**src/hw/psr_pkg.sv**
```systemverilog
// Package with register map, field positions, codes and timing for the protocol/level block
// Functional notes
// - Bit 5 picks reader or peer operation
// - Peer bits: initiator, active, card emulation
// - Protocol write reloads timing/option presets
// - Reader codes 0-7 select vicinity protocol
// - Codes 8-15 select type A/B rates
// - 212 code is receive rate when split
// - Codes 26/27 proprietary; 19/20 reserved
// - Peer low bits pick 106/212/424 kbps
// - Emulation low bits pick type A/B
// - Internal level holds peak during reception
// - Transmission start clears stored levels
// - Two 3-bit codes in shared register
// - Chip control bit 1 picks internal/external
// - Commands 0x18/0x19 start level measurements
// - External level samples main input amplitude
// - Level read returns 0x40 to 0x7f
// - Reading level register clears it
// - Bits 5:4 divide clock output 1/2/4
// - Second power-down gives slow clock output
package psr_pkg;
  localparam logic [7:0] ADDR_CHIP_CTRL = 8'h00;
  localparam logic [7:0] ADDR_PROTO = 8'h04;
  localparam logic [7:0] ADDR_TX_OPT = 8'h08;
  localparam logic [7:0] ADDR_HBR_OPT = 8'h0c;
  localparam logic [7:0] ADDR_RX_WAIT = 8'h20;
  localparam logic [7:0] ADDR_MOD_CLK = 8'h24;
  localparam logic [7:0] ADDR_LEVEL = 8'h3c;
  localparam logic [7:0] ADDR_CMD = 8'h40;
  localparam logic [7:0] ADDR_STATUS = 8'h44;
  localparam logic [7:0] ADDR_LEVEL_IN = 8'h48;
  localparam logic [7:0] CMD_INT_LEVEL = 8'h18;
  localparam logic [7:0] CMD_EXT_LEVEL = 8'h19;
  localparam logic [7:0] CMD_TX_START = 8'h11;
  localparam int BIT_PEER = 5;
  localparam int BIT_INIT = 4;
  localparam int BIT_ACTIVE = 3;
  localparam int BIT_EMUL = 2;
  localparam int BIT_LEVEL_SEL = 1;
  localparam int BIT_TX_ON = 5;
  localparam int CLK_DIV_LSB = 4;
  localparam logic [7:0] PROTO_RESET = 8'h02;
  localparam logic [7:0] TX_OPT_PRESET = 8'h00;
  localparam logic [7:0] HBR_OPT_PRESET = 8'h00;
  localparam logic [7:0] MOD_CLK_RESET = 8'h00;
  localparam logic [7:0] LEVEL_BASE = 8'h40;
  localparam int CLK_MHZ = 250;
  localparam int MEAS_TIME_NS = 1000;
  localparam int MEAS_CYCLES = (MEAS_TIME_NS * CLK_MHZ + 999) / 1000;
  localparam int SLOW_CLK_HZ = 60000;
  localparam int SLOW_HALF_CYCLES = (CLK_MHZ * 1000000) / (2 * SLOW_CLK_HZ);
  typedef enum logic [1:0] {PSR_OP_READER, PSR_OP_PEER, PSR_OP_EMUL, PSR_OP_NONE} psr_op_t;
  typedef enum logic [2:0]
  {
    PSR_PR_NONE, PSR_PR_VIC, PSR_PR_TYPE_A, PSR_PR_TYPE_B, PSR_PR_PROP, PSR_PR_PEER
  } psr_proto_t;
endpackage

```
**src/hw/psr_level_if.sv**
```systemverilog
// Interface carrying measurement control to and results from the level capture module
`timescale 1ns/10ps
interface psr_level_if;
  logic start_int;
  logic start_ext;
  logic tx_start;
  logic rx_active;
  logic read_clear;
  logic [2:0] main_code;
  logic [2:0] aux_code;
  logic [2:0] ext_code;
  logic [5:0] level;
  logic busy;
  modport ctrl (output start_int, start_ext, tx_start, rx_active, read_clear,
    main_code, aux_code, ext_code, input level, busy);
  modport cap (input start_int, start_ext, tx_start, rx_active, read_clear,
    main_code, aux_code, ext_code, output level, busy);
endinterface

```
**src/hw/psr_level_cap.sv**
```systemverilog
// Peak-hold capture of internal signal level codes and sampling of the external level code
`timescale 1ns/10ps
module psr_level_cap
  import psr_pkg::*;
(
  input wire logic pclk,
  input wire logic presetn,
  psr_level_if.cap lv
);
  logic [2:0] main_reg;
  logic [2:0] aux_reg;
  logic [15:0] cnt_reg;
  logic ext_reg;
  logic [2:0] main_next;
  logic [2:0] aux_next;
  // Peak hold: only a larger code replaces the stored one
  assign main_next = (lv.main_code > main_reg) ? lv.main_code : main_reg;
  assign aux_next = (lv.aux_code > aux_reg) ? lv.aux_code : aux_reg;
  assign lv.level = {aux_reg, main_reg};
  assign lv.busy = (cnt_reg != 16'h0000);
  // Clear on transmit or read wins only over tracking; a start or an open window overrides both
  always_ff @(posedge pclk or negedge presetn)
  begin
    if (!presetn)
    begin
      main_reg <= 3'h0;
      aux_reg <= 3'h0;
      cnt_reg <= 16'h0000;
      ext_reg <= 1'b0;
    end
    else if (lv.start_int || lv.start_ext)
    begin
      main_reg <= 3'h0;
      aux_reg <= 3'h0;
      cnt_reg <= 16'(MEAS_CYCLES);
      ext_reg <= lv.start_ext;
    end
    else if (cnt_reg != 16'h0000)
    begin
      cnt_reg <= cnt_reg - 16'h0001;
      main_reg <= ext_reg ? lv.ext_code : main_next;
      aux_reg <= ext_reg ? 3'h0 : aux_next;
    end
    else if (lv.tx_start || lv.read_clear)
    begin
      main_reg <= 3'h0;
      aux_reg <= 3'h0;
    end
    else if (lv.rx_active)
    begin
      main_reg <= main_next;
      aux_reg <= aux_next;
    end
  end
  peak_hold_a: assert property (@(posedge pclk) disable iff (!presetn)
    (!lv.start_int && !lv.start_ext && !lv.tx_start && !lv.read_clear && !lv.busy)
    |=> main_reg >= $past(main_reg)) else $error("held peak dropped");
  // Transmit start must leave both stored codes at zero when no window is open
  tx_clear_a: assert property (@(posedge pclk) disable iff (!presetn)
    (lv.tx_start && !lv.busy && !lv.start_int && !lv.start_ext)
    |=> main_reg == 3'h0 && aux_reg == 3'h0) else $error("levels kept over transmit");
endmodule

```
**src/hw/psr_top.sv**
```systemverilog
// Protocol select decode, level registers and clock output divider with an APB slave
`timescale 1ns/10ps
module psr_top
  import psr_pkg::*;
#(
  parameter int SLOW_HALF = SLOW_HALF_CYCLES
)
(
  input wire logic pclk,
  input wire logic presetn,
  input wire logic psel,
  input wire logic penable,
  input wire logic pwrite,
  input wire logic [7:0] paddr,
  input wire logic [31:0] pwdata,
  output logic [31:0] prdata,
  output logic pready,
  output logic pslverr,
  input wire logic [2:0] main_level_code,
  input wire logic [2:0] aux_level_code,
  input wire logic [2:0] main_rf_input_code,
  input wire logic rx_active,
  input wire logic primary_power_enable,
  input wire logic secondary_power_enable,
  output logic buffered_clock_output,
  output logic framing_enable,
  output psr_pkg::psr_op_t op_mode,
  output psr_pkg::psr_proto_t proto_family,
  output logic [1:0] rate_sel,
  output logic initiator,
  output logic active_mode,
  output logic preset_load,
  output logic tx_start
);
  import psr_pkg::*;
  psr_level_if lv ();
  logic [7:0] chip_reg;
  logic [7:0] proto_reg;
  logic [7:0] txopt_reg;
  logic [7:0] hbr_reg;
  logic [7:0] rxwait_reg;
  logic [7:0] modclk_reg;
  logic [7:0] level_in_reg;
  logic [1:0] div_reg;
  logic [15:0] slow_reg;
  logic clk_out_reg;
  logic [31:0] rdata_next;
  logic wr_en;
  logic rd_en;
  logic mapped;
  logic proto_wr;
  logic cmd_wr;
  logic ext_sel;
  logic slow_mode;
  logic div_tick;
  psr_op_t op_next;
  psr_proto_t fam_next;
  logic [1:0] rate_next;

  // Vicinity protocol coding lookup; 0x02 high rate, one subcarrier, 1-of-4
  function automatic logic [1:0] rate_of(input logic [4:0] c);
    rate_of = c[1:0];
  endfunction

  // Bus strobes
  assign wr_en = psel && penable && pwrite;
  assign rd_en = psel && penable && !pwrite;
  assign mapped = (paddr == ADDR_CHIP_CTRL) || (paddr == ADDR_PROTO) ||
    (paddr == ADDR_TX_OPT) || (paddr == ADDR_HBR_OPT) || (paddr == ADDR_RX_WAIT) ||
    (paddr == ADDR_MOD_CLK) || (paddr == ADDR_LEVEL) || (paddr == ADDR_CMD) ||
    (paddr == ADDR_STATUS) || (paddr == ADDR_LEVEL_IN);
  assign proto_wr = wr_en && (paddr == ADDR_PROTO);
  assign cmd_wr = wr_en && (paddr == ADDR_CMD);
  assign ext_sel = chip_reg[BIT_LEVEL_SEL];

  // Operating mode from bit 5 and bit 2
  assign op_next = !proto_reg[BIT_PEER] ? PSR_OP_READER :
    (proto_reg[BIT_EMUL] ? PSR_OP_EMUL : PSR_OP_PEER);

  // Family decode; anything not listed falls to none and keeps framing idle
  always_comb
  begin
    fam_next = PSR_PR_NONE;
    rate_next = 2'b00;
    case (op_next)
      PSR_OP_READER:
      begin
        if (proto_reg[4:3] == 2'b00)
        begin
          fam_next = PSR_PR_VIC;
          rate_next = rate_of(proto_reg[4:0]);
        end
        else if (proto_reg[4:3] == 2'b01)
        begin
          fam_next = proto_reg[2] ? PSR_PR_TYPE_B : PSR_PR_TYPE_A;
          rate_next = proto_reg[1:0];
        end
        else if (proto_reg[4:1] == 4'b1101)
        begin
          fam_next = PSR_PR_PROP;
          rate_next = proto_reg[1:0];
        end
        else
        begin
          fam_next = PSR_PR_NONE;
        end
      end
      PSR_OP_PEER:
      begin
        fam_next = (proto_reg[1:0] == 2'b00) ? PSR_PR_NONE : PSR_PR_PEER;
        rate_next = proto_reg[1:0];
      end
      PSR_OP_EMUL:
      begin
        fam_next = proto_reg[1] ? PSR_PR_NONE :
          (proto_reg[0] ? PSR_PR_TYPE_B : PSR_PR_TYPE_A);
        rate_next = 2'b00;
      end
      default:
      begin
        fam_next = PSR_PR_NONE;
        rate_next = 2'b00;
      end
    endcase
  end

  // Level channel wiring
  assign lv.start_int = cmd_wr && (pwdata[7:0] == CMD_INT_LEVEL);
  assign lv.start_ext = cmd_wr && (pwdata[7:0] == CMD_EXT_LEVEL) && ext_sel;
  assign lv.tx_start = cmd_wr && (pwdata[7:0] == CMD_TX_START);
  assign lv.rx_active = rx_active && chip_reg[BIT_TX_ON];
  assign lv.read_clear = rd_en && (paddr == ADDR_LEVEL);
  assign lv.main_code = main_level_code;
  assign lv.aux_code = aux_level_code;
  assign lv.ext_code = main_rf_input_code;

  psr_level_cap u_cap (
    .pclk(pclk),
    .presetn(presetn),
    .lv(lv)
  );

  // Read mux; level always reads with bit 6 set
  always_comb
  begin
    rdata_next = 32'h0000_0000;
    case (paddr)
      ADDR_CHIP_CTRL: rdata_next = {24'h0, chip_reg};
      ADDR_PROTO: rdata_next = {24'h0, proto_reg};
      ADDR_TX_OPT: rdata_next = {24'h0, txopt_reg};
      ADDR_HBR_OPT: rdata_next = {24'h0, hbr_reg};
      ADDR_RX_WAIT: rdata_next = {24'h0, rxwait_reg};
      ADDR_MOD_CLK: rdata_next = {24'h0, modclk_reg};
      ADDR_LEVEL: rdata_next = {24'h0, LEVEL_BASE | {2'b00, lv.level}};
      ADDR_STATUS: rdata_next = {31'h0, lv.busy};
      ADDR_LEVEL_IN: rdata_next = {24'h0, level_in_reg};
      default: rdata_next = 32'h0000_0000;
    endcase
  end

  // Register writes; protocol write reloads presets so later tuning sticks
  always_ff @(posedge pclk or negedge presetn)
  begin
    if (!presetn)
    begin
      chip_reg <= 8'h00;
      proto_reg <= PROTO_RESET;
      txopt_reg <= TX_OPT_PRESET;
      hbr_reg <= HBR_OPT_PRESET;
      rxwait_reg <= 8'h00;
      modclk_reg <= MOD_CLK_RESET;
      level_in_reg <= 8'h00;
    end
    else if (wr_en)
    begin
      case (paddr)
        ADDR_CHIP_CTRL: chip_reg <= pwdata[7:0];
        ADDR_PROTO:
        begin
          proto_reg <= pwdata[7:0];
          txopt_reg <= TX_OPT_PRESET;
          hbr_reg <= HBR_OPT_PRESET;
          rxwait_reg <= 8'h00;
        end
        ADDR_TX_OPT: txopt_reg <= pwdata[7:0];
        ADDR_HBR_OPT: hbr_reg <= pwdata[7:0];
        ADDR_RX_WAIT: rxwait_reg <= pwdata[7:0];
        ADDR_MOD_CLK: modclk_reg <= pwdata[7:0];
        ADDR_LEVEL_IN: level_in_reg <= pwdata[7:0];
        default: level_in_reg <= level_in_reg;
      endcase
    end
  end

  // Bus answer in the first access cycle; unmapped addresses flag an error
  always_ff @(posedge pclk or negedge presetn)
  begin
    if (!presetn)
    begin
      prdata <= 32'h0000_0000;
      pready <= 1'b0;
      pslverr <= 1'b0;
    end
    else
    begin
      pready <= psel && !penable;
      pslverr <= psel && !penable && !mapped;
      prdata <= rdata_next;
    end
  end

  // Registered decode outputs
  always_ff @(posedge pclk or negedge presetn)
  begin
    if (!presetn)
    begin
      op_mode <= PSR_OP_READER;
      proto_family <= PSR_PR_VIC;
      rate_sel <= 2'b10;
      initiator <= 1'b0;
      active_mode <= 1'b0;
      framing_enable <= 1'b1;
      preset_load <= 1'b0;
      tx_start <= 1'b0;
    end
    else
    begin
      op_mode <= op_next;
      proto_family <= fam_next;
      rate_sel <= rate_next;
      initiator <= proto_reg[BIT_PEER] && proto_reg[BIT_INIT];
      active_mode <= proto_reg[BIT_PEER] && proto_reg[BIT_ACTIVE];
      framing_enable <= (fam_next != PSR_PR_NONE);
      preset_load <= proto_wr;
      tx_start <= lv.tx_start && (fam_next != PSR_PR_NONE);
    end
  end

  // Clock output divider; slow mode from a long counter
  assign slow_mode = !primary_power_enable && secondary_power_enable;
  assign div_tick = slow_mode ? (slow_reg == 16'h0000) :
    (modclk_reg[CLK_DIV_LSB+1:CLK_DIV_LSB] == 2'b00) || (div_reg == 2'b00);
  always_ff @(posedge pclk or negedge presetn)
  begin
    if (!presetn)
    begin
      div_reg <= 2'b00;
      slow_reg <= 16'h0000;
      clk_out_reg <= 1'b0;
    end
    else
    begin
      slow_reg <= (slow_reg == 16'h0000) ? 16'(SLOW_HALF - 1) : slow_reg - 16'h0001;
      // Free wrap at 4 for the /4 setting; masked to wrap at 2 for /2, held at 0 for /1
      div_reg <= modclk_reg[CLK_DIV_LSB+1] ? div_reg + 2'b01 :
        (div_reg + 2'b01) & {1'b0, modclk_reg[CLK_DIV_LSB]};
      if (div_tick)
        clk_out_reg <= !clk_out_reg;
    end
  end
  assign buffered_clock_output = clk_out_reg;

  level_range_a: assert property (@(posedge pclk) disable iff (!presetn)
    (psel && !penable && !pwrite && paddr == ADDR_LEVEL) |=> prdata[7:6] == 2'b01)
    else $error("level read out of range");
  reserved_idle_a: assert property (@(posedge pclk) disable iff (!presetn)
    (!proto_reg[BIT_PEER] && proto_reg[4:0] == 5'b10011) |=> !framing_enable)
    else $error("reserved code enabled framing");
  preset_reload_a: assert property (@(posedge pclk) disable iff (!presetn)
    proto_wr |=> txopt_reg == TX_OPT_PRESET && hbr_reg == HBR_OPT_PRESET)
    else $error("presets not reloaded");
  read_clear_a: assert property (@(posedge pclk) disable iff (!presetn)
    (lv.read_clear && !lv.busy && !lv.start_int && !lv.start_ext) |=> lv.level == 6'h00)
    else $error("level not cleared by read");
endmodule
```
**config.mk**
```make
export PLATFORM = sky130hd
export DESIGN_NAME = psr_top
export DESIGN_NICKNAME = d
export VERILOG_FILES = /design/src/hw/psr_pkg.sv /design/src/hw/psr_level_if.sv /design/src/hw/psr_level_cap.sv /design/src/hw/psr_top.sv
export SDC_FILE = /design/constraint.sdc
export NUM_CORES = 1
export LEC_CHECK = 0
export BUFFER_PORTS_ARGS = -buffer_cell sky130_fd_sc_hd__buf_4
export CORE_MARGIN = 2
export CORE_UTILIZATION = 40
export DETAILED_ROUTE_END_ITERATION = 10
export PLACE_DENSITY_LB_ADDON = 0.3
export SLEW_MARGIN = 30
export SYNTH_ARGS = -nofsm -noshare
export SYNTH_HDL_FRONTEND = slang
export SYNTH_SLANG_ARGS = --single-unit
export TNS_END_PERCENT = 50
```
**constraint.sdc**
```tcl
create_clock -name pclk -period 3 [get_ports pclk]
set_input_delay 0.3 -clock pclk [delete_from_list [all_inputs] [get_ports pclk]]
set_output_delay 0.3 -clock pclk [all_outputs]
set_load 0.1 [all_outputs]
```
* After elaboration in Yosys (flattened, before gate mapping)
Index checks and enable logic that the tools add are counted.
W data, S select, Z words.
** Storage, ports and cells
- Register bits :: 144
- Latch bits :: 0
- Bits in writable memories :: 0
- Memory bits (read-only) :: 0
- Memories :: 0
** Operators by class
- $add $sub $neg :: 3
- Multipliers :: 0
- Div/mod/pow operators :: 0
- Order comparisons :: 2
- Equal/unequal tests :: 16
- Shift-type cells :: 0
- Muxes and demuxes :: 35
- Bitwise logic cells :: 1
- Reductions and logical operators :: 55
** Operators with widths (number)
- $pmux W8 S9 :: 1
- $mux W16 :: 3
- $mux W3 :: 16
- $pmux W8 S2 :: 3
- $sub A16 B1 Y16 const B :: 2
- $eq A8 B5 Y1 const B :: 3
- $eq A8 B6 Y1 const B :: 3
- $eq A8 B7 Y1 const B :: 3
- $logic_and A1 B1 Y1 :: 17
- $eq A8 B4 Y1 const B :: 2
- $logic_not A16 Y1 :: 1
- $reduce_bool A16 Y1 :: 1
- $mux W2 :: 7
- $reduce_and A2 Y1 :: 7
- $logic_or A1 B1 Y1 :: 12
- $logic_not A2 Y1 :: 5
- $pmux W3 S3 :: 1
- $eq A8 B3 Y1 const B :: 1
- $logic_not A8 Y1 :: 1
- $reduce_bool A2 Y1 :: 4
- $gt A3 B3 Y1 :: 2
- $logic_not A1 Y1 :: 5
- $eq A2 B1 Y1 const B :: 2
- $eq A4 B4 Y1 const B :: 1
- other kinds (7) :: 9

* Depth between registers and ports, before layout
Gate-level depths: netlist of run 1.
- Depth after elaboration :: 12
- Gate-level depth with buffers :: 9

* Cells and area by module
A second synthesis of run 1 with hierarchy kept.
** Unflattened totals
- Cells, all modules :: 557
- Area total of the unflattened synthesis :: 6142.1 um^2
** By module, submodules not included
- psr_top :: instances 1, cells an instance 404, area each 4693.3 um^2, sequential area each 2432.3 um^2
- psr_level_cap :: instances 1, cells an instance 153, area each 1448.9 um^2, sequential area each 575.6 um^2

* Worst setup path after synthesis of run 1
Ideal clock, no wire load.
- Path kind :: reg-to-reg
- Start point :: reg u_cap.cnt_reg[0]
- End point :: reg u_cap.aux_reg[0]
- Arrival time :: 2.135 ns
- Required time :: 2.934 ns
- Slack :: 0.799 ns
- Stages on the path, launching flop included :: 9
- Buffers on the path :: 0
- Clock period less this slack :: 2.201 ns
- Cell sequence :: dfrtp_1 > inv_1 > ha_1 > nor4b_1 > and4bb_1 > a21bo_1 > o22a_1 > nor4_2 > a22o_1
** Between the ends
- Longest elaborated chain between the ends :: 3
** RTL lines
- start, declared :: line psr_level_cap.sv:12 : logic [15:0] cnt_reg;
- start signal, assigned :: line psr_level_cap.sv:35 : cnt_reg <= 16'(MEAS_CYCLES);
- start signal, assigned :: line psr_level_cap.sv:40 : cnt_reg <= cnt_reg - 16'h0001;
- $reduce_bool A16 Y1 (*) :: line psr_level_cap.sv:38 : else if (cnt_reg != 16'h0000)
- $mux W3 :: line psr_level_cap.sv:38
- $mux W3 :: line psr_level_cap.sv:31 : else if (lv.start_int || lv.start_ext)
- end signal, assigned :: line psr_level_cap.sv:42 : aux_reg <= ext_reg ? 3'h0 : aux_next;
- end signal, assigned :: line psr_level_cap.sv:52 : aux_reg <= aux_next;
- end, declared :: line psr_level_cap.sv:11 : logic [2:0] aux_reg;
Mark *: on every way between the ends. The rest lies on a longest branch, timed or not.
A chain may end at the register's enable or synchronous reset.

* Worst setup path in the final report of run 1
Same ends and word-level chain as after synthesis.

==> results by group, run 1 <==
Synthesis
  • Post-Syn Area per Cell: 10.60 µm²
  • Mapped Cells: 551
  • Synth cell count leaders: dfrtp_1, nor2_1, nand2_1
  • Top_reg_cell synth: dfrtp_1
  • Sequential area share after synthesis: 0.5149
  • Synthesized flop and latch total: 120
  • Yosys cell types: 60
  • Area contributors post-synth: dfrtp_1, mux2_2, a22o_1, nor2_1, nand2_1
  • Yosys warns: 0
  • Post-synth EDFFs: 0
  • Share of the synthesized area in the top cell type: 0.4969
  • Async SR Flop Fraction: 1.000
  • Synth area leader: dfrtp_1
  • Count leader, synth: dfrtp_1
  • Post-Syn Area: 0.005842 mm²

Floorplan
  • Die height: 124.9 µm
  • Die width: 124.9 µm
  • Initial Util: 0.4050
  • # IOs: 104
  • FP Rows: 44
  • Core area: 0.01442 mm²
  • Die area: 0.01559 mm²

Clock tree
  • Clock Path Buffers: 2
  • # clock sinks: 120
  • Worst-path clk slew: 0.05 ns
  • CTS buffer count: 17
  • Clock Latency Late Sink: 0.43 ns
  • Root buf cell: clkbuf_16
  • Resized Gates After CTS: 0
  • CTS tree: built
  • CTS H-tree lvls: 4

Drt
  • DRT Pass-1 Iters: 7
  • First DRT Iteration DRCs: 417
  • Detailed-route wire length: 13.81 mm
  • Final ANT Viol Nets: 0
  • Via count: 4401
  • Vias/cell: 5.374
  • Routed len/inst: 16.86 µm
  • Post-route DRC: 0

STA
  • FMAX: 0.3890 GHz
  • Setup TNS: 0 ns
  • Min Tclk post-route: 2.571 ns
  • Slew Limit Fails: 0
  • Part of the cycle the worst path needs: 0.8570
  • # setup viols final: 0
  • Final clock skew: 0.009415 ns
  • Final Hold Violating Endpoints: 0
  • Max_slew headroom: 0.5081
  • Worst-margin pin slew: 0.7379 ns
  • RSZ-0062 raised after global routing: false

Global route
  • GR Util met1: 0.2162
  • Total grt overflow: 0
  • M2 GR Usage: 0.3198
  • Total Routing Usage GR: 0.1837
  • First-pass GRT wire length: 22.50 mm
  • Initial antenna violation count: 0
  • Largest net degree at the start of global routing: 68
  • GR Util met3: 0.03608
  • Vias in the first global route: 4475
  • GRT busiest layer: met2

Finish
  • Diodes inserted: 0
  • P&R area growth vs syn: 20.63%
  • Final instance area: 0.007047 mm²
  • Layout cells sized above 1: 0.2236
  • Final core utilization: 0.4886
  • # fillers: 1313
  • Layout Nets: 689
  • Fin cells: 819

Pwr
  • Worst VDD drop: 0.0004154 V
  • Reg power frac: 0.392
  • Clk pwr share: 0.467
  • Sw Share: 0.2693
  • PwrDens: 637.7 mW/mm²
  • LEAKAGE: 3.211 nW
  • NetSw: 1.210 mW
  • Comb pwr share: 0.142
  • Internal Power: 3.284 mW
  • PnR Total Power: 4.494 mW

Worst setup path
  • Setup crit end kind: flip-flop
  • R2R Setup Slk: 0.43 ns
  • Crit path kind: flip-flop to flip-flop
  • CP Launch Type: flip-flop
  • Crit path max fanout: 4
  • R2R Path End: u_cap.aux_reg[0]
  • FF-to-FF path depth: 8
  • Reg2reg start: u_cap.cnt_reg[0]
  • Req. time, crit path: 3.36 ns
  • Arrival time at the worst endpoint: 2.93 ns

Flow run
  • Max-cap violations: 0

Placed design
  • GP Congestion: 0.8417
  • HPWL after DPL: 9.520 mm
  • Buffers added on ports: 55
  • Placed Instances: 786
  • Placed Area: 0.006426 mm²

Min path
  • Hold_sp: penable
  • Hold Path Stages: 2
  • Hold Crit Class: input port to flip-flop
  • Hold EP: pready

Status
  • Status: completed
==> stage by stage <==
step / hold WS (ns) / setup WS, ns
after global routing: 0.06919 / 0.2252
after floorplan: 0.004409 / 0.7989
after detailed placement: 0.4094 / 0.4894
after global placement: 0.3978 / 0.5692
after CTS: 0.04681 / 0.4509
final: 0.05410 / 0.4291
==> worst max path at each step <==
stage | endpoint | slack, ns | cells past startpoint | start
2_1_floorplan | u_cap.aux_reg[0] | 0.80 | 8 | u_cap.cnt_reg[0]
3_3_place_gp | u_cap.aux_reg[2] | 0.57 | 8 | u_cap.cnt_reg[0]
3_5_place_dp | u_cap.aux_reg[0] | 0.49 | 8 | u_cap.cnt_reg[0]
4_1_cts | u_cap.aux_reg[0] | 0.45 | 8 | u_cap.cnt_reg[0]
5_1_grt | u_cap.aux_reg[0] | 0.23 | 8 | u_cap.cnt_reg[0]
6_report | u_cap.aux_reg[0] | 0.43 | 8 | u_cap.cnt_reg[0]
==> kinds of logic after synthesis <==
group                    Yosys count  share of synthesized area
AND/OR/NAND/NOR                  215                     0.1891
flip-flops                       120                     0.5149
AO/OA/AOI/OAI                     90                     0.1187
buffers and inverters             56                    0.05397
multiplexers                      35                    0.06533
XOR/XNOR                          24                    0.03598
adder cells (fa/ha/maj)           10                    0.02142
other                              1                  0.0006419
==> cell type report <==
class	count	area [µm²]	area share
sequential	120	3008	0.4268
multi-input combinational	398	2605	0.3697
timing repair buffer	69	533.0	0.07564
clock buffer	25	495.5	0.07031
tap	184	230.2	0.03267
clock inverter	7	115.1	0.01634
inverter	16	60.06	0.008523
==> cells in the final DEF, fill, tap and decap left out, drive strengths merged, types with 5 or more instances in the layout <==
| cell | synthesis | layout |
|---|---|---|
| nor4 | 8 | 8 |
| mux2i | 10 | 10 |
| o21ai | 8 | 8 |
| a222oi | 5 | 5 |
| xor2 | 7 | 7 |
| a22o | 28 | 28 |
| clkbuf | 12 | 25 |
| inv | 16 | 16 |
| mux2 | 25 | 25 |
| nand2b | 10 | 10 |
| conb | 1 | 24 |
| and3 | 5 | 5 |
| nand3 | 12 | 12 |
| a22oi | 12 | 12 |
| nor2 | 66 | 66 |
| buf | 28 | 68 |
| nor3 | 18 | 18 |
| ha | 10 | 10 |
| nand2 | 56 | 56 |
| o211ai | 5 | 5 |
| xnor2 | 17 | 17 |
| and2 | 5 | 5 |
| or4 | 7 | 7 |
| dfrtp | 116 | 116 |
| a21oi | 13 | 13 |
| nor2b | 5 | 5 |
==> critical path, cell delays in order (launching register included) <==
cell and delay, ns:
dfrtp_1 0.37, inv_1 0.09, ha_1 0.21, nor4b_1 0.54, and4bb_1 0.36, a21bo_1 0.22, o22a_1 0.19, nor4_2 0.32
a22o_1 0.21
==> metal layers <==
layer	share of wire	wire (µm)	vias to the layer above
li1	-	-	2064
met1	0.42	5732	2200
met2	0.52	7175	102
met3	0.037	507	35
met4	0.028	391	0
met5	0	0	-
==> power by group through the flow <==
stage / clock network [mW] / logic [mW] / registers [mW]
after CTS: 2.12 / 0.643 / 1.76
after detailed placement: 0 / 0.639 / 1.79
after global routing: 2.19 / 0.694 / 1.77
after floorplan: 0 / 0.419 / 1.84
final: 2.10 / 0.637 / 1.76
after global placement: 0 / 0.615 / 1.78
==> timing repair <==
action / in CTS / in global routing
endpoints found under the hold margin: 53 / 0
setup buffers: 0 / 0
endpoints found under the setup margin: 0 / 0
hold buffers: 1 / 0
No activity file was read; power rests on OpenSTA's default activity.
==> inputs of run 2 (changes only) <==
==> constraint.sdc (replaced) <==
create_clock -name pclk -period 3 [get_ports pclk]
set_input_delay 0.6 -clock pclk [delete_from_list [all_inputs] [get_ports pclk]]
set_output_delay 0.6 -clock pclk [all_outputs]
set_load 0.1 [all_outputs]
==> run 2 against run 1 <==
  * Largest power group unchanged
  * Count of clock-buffer cells in the layout fell by 5
  * Hold slack improved by 0.17 ns
  * Via count fell by 1.2%
  * Sequential power barely moved
  * Clock power barely moved
  * Routed wire length fell by 0.51%
  * Power fell by 0.37%
  * Critical path type unchanged
  * Non-clock buffer count rose by 4
  * Flip-flop and latch count did not move
==> results by group, run 2 (synthesis results as in run 1) <==
Flow run
  • Max-cap violations: 0

Pwr
  • Worst VDD drop: 0.0003683 V
  • PwrDens: 633.6 mW/mm²
  • LEAKAGE: 3.228 nW

Floorplan
  • Core area: 0.01442 mm²
  • Die height: 124.9 µm
  • Die width: 124.9 µm
  • Initial Util: 0.4050
  • FP Rows: 44
  • # IOs: 104
  • Die area: 0.01559 mm²

STA
  • Final setup margin: 0.4725 ns
  • Slew Limit Fails: 0
  • Final clock skew: 0.006499 ns
  • Worst-margin pin slew: 0.6962 ns
  • Final Hold Violating Endpoints: 0
  • Part of the cycle the worst path needs: 0.8425
  • FMAX: 0.3957 GHz
  • Setup TNS: 0 ns
  • # setup viols final: 0
  • RSZ-0062 raised after global routing: false
  • Min Tclk post-route: 2.527 ns
  • Max_slew headroom: 0.5359
  • Min Hold Slack: 0.2221 ns

Clock tree
  • CTS H-tree lvls: 4
  • Hold Buf Count CTS: 0
  • Resized Gates After CTS: 0
  • # clock sinks: 120
  • # Post-CTS Setup Buffers: 0
  • Worst-path clk slew: 0.06 ns
  • Root buf cell: clkbuf_16
  • Clock Path Buffers: 2
  • CTS tree: built
  • CTS buffer count: 17
  • Clock Latency Late Sink: 0.42 ns

Placed design
  • HPWL after DPL: 9.731 mm
  • GP Congestion: 0.8523
  • Buffers added on ports: 55
  • Placed Area: 0.006451 mm²
  • Post-placement setup slack: 0.4419 ns

Drt
  • Detailed-route wire length: 13.74 mm
  • Final ANT Viol Nets: 0
  • Post-route DRC: 0
  • Vias/cell: 5.281
  • First DRT Iteration DRCs: 278
  • Routed len/inst: 16.69 µm
  • Via count: 4346
  • DRT Pass-1 Iters: 5

Finish
  • Layout cells sized above 1: 0.2363
  • Diodes inserted: 0
  • Most frequent cells in the layout: dfrtp_1, buf_4, nor2_1
  • P&R area growth vs syn: 20.97%
  • Layout Nets: 693
  • Commonest non-fill, non-tap cell in the layout: dfrtp_1
  • Final core utilization: 0.4899
  • Final instance area: 0.007067 mm²

Global route
  • Largest net degree at the start of global routing: 54
  • First-pass GRT wire length: 22.29 mm
  • Vias in the first global route: 4358
  • Total grt overflow: 0
  • Initial antenna violation count: 0
  • Total Routing Usage GR: 0.1835

Worst setup path
  • Critical path's largest stage delay: 0.59 ns
  • Arrival time at the worst endpoint: 2.83 ns
  • Req. time, crit path: 3.30 ns
  • Crit path cell chain: or4_1, nor2_1, nor4b_1, o22a_1, o21bai_1, a22o_1
  • Crit path kind: flip-flop to flip-flop
  • Slowest cell on crit path: or4_1
  • Setup crit end kind: flip-flop
  • CP Launch Type: flip-flop
  • Crit path max fanout: 5

Min path
  • Hold Crit Class: input port to asynchronous set/reset pin

Status
  • Status: completed
-- run 2: worst max-delay path: cells and delay by family (launching register included) --
family           cells  cell delay [ns]
AND/OR/NAND/NOR      3             1.41
AO/OA/AOI/OAI        3             0.58
flip-flops           1             0.43
-- run 2: power by group --
part / leakage [nW] / internal [mW] / total, mW / switching [mW]
clock network: 0.294 / 1.36 / 2.09 / 0.722
logic: 1.40 / 0.201 / 0.633 / 0.432
registers: 1.53 / 1.69 / 1.76 / 0.0660
-- run 2: final cells by class --
cell class	count	area (µm²)
well taps	184	230.2
repair buffers	73	548.0
flip-flops and latches	120	3008
clock inverters	12	148.9
clock buffers	20	466.7
fillers	1320	7357
inverters	16	60.06
multi-input cells	398	2605
-- run 2: metrics by stage --
step,instances,power [mW]
finish,823,4.477
global route,823,4.654
CTS,823,4.515
detailed placement,791,2.422
global placement,791,2.400
floorplan,574,2.262
-- run 2: routing by layer --
| metal | vias up | share of wire | track usage |
|---|---|---|---|
| met5 | - | 0 | 0 |
| met4 | 0 | 0.015 | 0.06863 |
| met3 | 17 | 0.044 | 0.04940 |
| met2 | 100 | 0.52 | 0.3160 |
| met1 | 2167 | 0.42 | 0.2203 |
| li1 | 2062 | - | - |
-- run 2: path summary, 6_finish.rpt --
check	start	endpoint	slack [ns]	depth (start not counted)
setup / recovery	u_cap.cnt_reg[7]	u_cap.aux_reg[1]	0.47	6
hold / removal	presetn	slow_reg[11]	0.22	1
setup reg to reg	u_cap.cnt_reg[7]	u_cap.aux_reg[1]	0.47	6
hold reg to reg	div_reg[0]	div_reg[0]	0.42	1
max in group asynchronous	presetn	u_cap.cnt_reg[14]	1.94	2
min in group pclk	penable	pready	0.37	2
==> inputs of run 3 (changes only) <==
==> constraint.sdc (replaced) <==
create_clock -name pclk -period 2.4 [get_ports pclk]
set_input_delay 0.48 -clock pclk [delete_from_list [all_inputs] [get_ports pclk]]
set_output_delay 0.48 -clock pclk [all_outputs]
set_load 0.1 [all_outputs]
==> run 3 against run 2 <==
  * Setup slack worse by 0.35 ns
  * Power is 25% higher
  * Final area is 2.4% higher
  * Critical path depth is the same
  * Routed wire length up 2.9%
  * Critical path type unchanged
  * Largest cell class unchanged
==> results by group, run 3 (synthesis results as in run 1) <==
Worst setup path
  • CP Launch Type: flip-flop
  • CP startpoint: u_cap.cnt_reg[13]
  • Arrival time at the worst endpoint: 2.63 ns
  • Crit path kind: flip-flop to flip-flop
  • Setup crit end kind: flip-flop
  • R2R Path End: u_cap.aux_reg[1]
  • Critical Path End: u_cap.aux_reg[1]
  • Crit path max fanout: 4
  • R2R Setup Slk: 0.13 ns
  • Req. time, crit path: 2.75 ns
  • Reg2reg start: u_cap.cnt_reg[13]
  • FF-to-FF path depth: 6

Pwr
  • PnR Total Power: 5.607 mW
  • LEAKAGE: 3.321 nW
  • PwrDens: 775.0 mW/mm²
  • Worst VDD drop: 0.0005912 V

STA
  • Max_slew headroom: 0.5225
  • Slew Limit Fails: 0
  • Setup TNS: 0 ns
  • Min Tclk post-route: 2.273 ns
  • Part of the cycle the worst path needs: 0.9472
  • Worst-margin pin slew: 0.7136 ns
  • Final clock skew: 0.007619 ns
  • Final Hold Violating Endpoints: 0
  • RSZ-0062 raised after global routing: false
  • Final setup margin: 0.1267 ns
  • FMAX: 0.4399 GHz
  • # setup viols final: 0

Floorplan
  • Die area: 0.01559 mm²
  • Die height: 124.9 µm
  • Die width: 124.9 µm
  • # IOs: 104
  • FP Rows: 44
  • Core area: 0.01442 mm²
  • Initial Util: 0.4050

Global route
  • Total Routing Usage GR: 0.1902
  • Largest net degree at the start of global routing: 63
  • First-pass GRT wire length: 23.20 mm
  • Initial antenna violation count: 0
  • Vias in the first global route: 4548
  • Total grt overflow: 0

Drt
  • First DRT Iteration DRCs: 424
  • Vias/cell: 5.365
  • Final ANT Viol Nets: 0
  • DRT Pass-1 Iters: 5
  • Post-route DRC: 0
  • Routed len/inst: 16.76 µm
  • Via count: 4523
  • Detailed-route wire length: 14.13 mm

Clock tree
  • CTS tree: built
  • Worst-path clk slew: 0.05 ns
  • Clock Path Buffers: 2
  • # Post-CTS Setup Buffers: 0
  • CTS H-tree lvls: 4
  • Root buf cell: clkbuf_16
  • CTS buffer count: 17
  • Clock Latency Late Sink: 0.42 ns
  • # clock sinks: 120

Placed design
  • Placed Area: 0.006606 mm²
  • Post-placement setup slack: 0.05608 ns
  • Placed Instances: 810
  • Buffers added on ports: 55
  • HPWL after DPL: 9.887 mm
  • GP Congestion: 0.8528

Min path
  • Hold_sp: penable
  • Hold Crit Class: input port to flip-flop

Finish
  • Most frequent cells in the layout: dfrtp_1, buf_4, nor2_1
  • P&R area growth vs syn: 23.84%
  • Layout cells sized above 1: 0.2564
  • Final instance area: 0.007234 mm²
  • # fillers: 1302
  • Fin cells: 843
  • Layout Nets: 713
  • Commonest non-fill, non-tap cell in the layout: dfrtp_1
  • Diodes inserted: 0

Flow run
  • Max-cap violations: 0

Status
  • Status: completed
-- run 3: changes by cell type in the layout (fill, tap and decap cells not counted), sizes merged --
cell | before | now
inv | 16 | 17
dlygate4sd3 | 0 | 1
clkinv | 5 | 3
clkbuf | 20 | 21
buf | 73 | 92
-- run 3: timing repair --
action,in CTS,in global routing
hold endpoints to repair,17,0
gates resized for setup,0,3
hold buffers,1,0
setup endpoints to repair,0,9
-- run 3: layout make-up --
type	count	area, µm²	share of cell area
clock inverter	11	147.6	0.02041
sequential	120	3008	0.4158
multi-input combinational	398	2625	0.3629
clock buffer	21	450.4	0.06226
inverter	16	60.06	0.008302
tap	184	230.2	0.03182
timing repair buffer	93	713.2	0.09858
-- run 3: worst max-delay path, stage by stage (launching register included) --
cell	delay [ns]
dfrtp_1	0.42
or4_1	0.53
and4bb_1	0.36
a21bo_1	0.22
o22a_1	0.21
nor4_4	0.28
a22o_1	0.19
-- run 3: how the worst min path moves through the flow --
stage                             end  depth (start not counted)  slack [ns]
after floorplan           active_mode                          0        0.18
after global placement    slow_reg[3]                          1        0.39
after detailed placement  slow_reg[3]                          1        0.39
after CTS                      pready                          2        0.23
after global routing           pready                          2        0.24
final                          pready                          2        0.26
-- run 3: through the flow --
step	utilization	hold WS, ns
CTS	0.5002	0.2341
global route	0.5016	0.2418
finish	0.5016	0.2561
global placement	0.4580	0.3852
detailed placement	0.4580	0.3898
floorplan	-	0.1844
-- run 3: where the power goes --
part	internal, mW	total (mW)	switching, mW
Clock	1.66	2.56	0.899
Sequential	2.12	2.20	0.0899
Combinational	0.280	0.845	0.565
-- run 3: layer usage --
metal / wire, µm / GRT usage / up-vias
li1: - / - / 2102
met1: 5827 / 0.2263 / 2259
met2: 7344 / 0.3263 / 133
met3: 651 / 0.05713 / 29
met4: 309 / 0.06928 / 0
met5: 0 / 0 / -
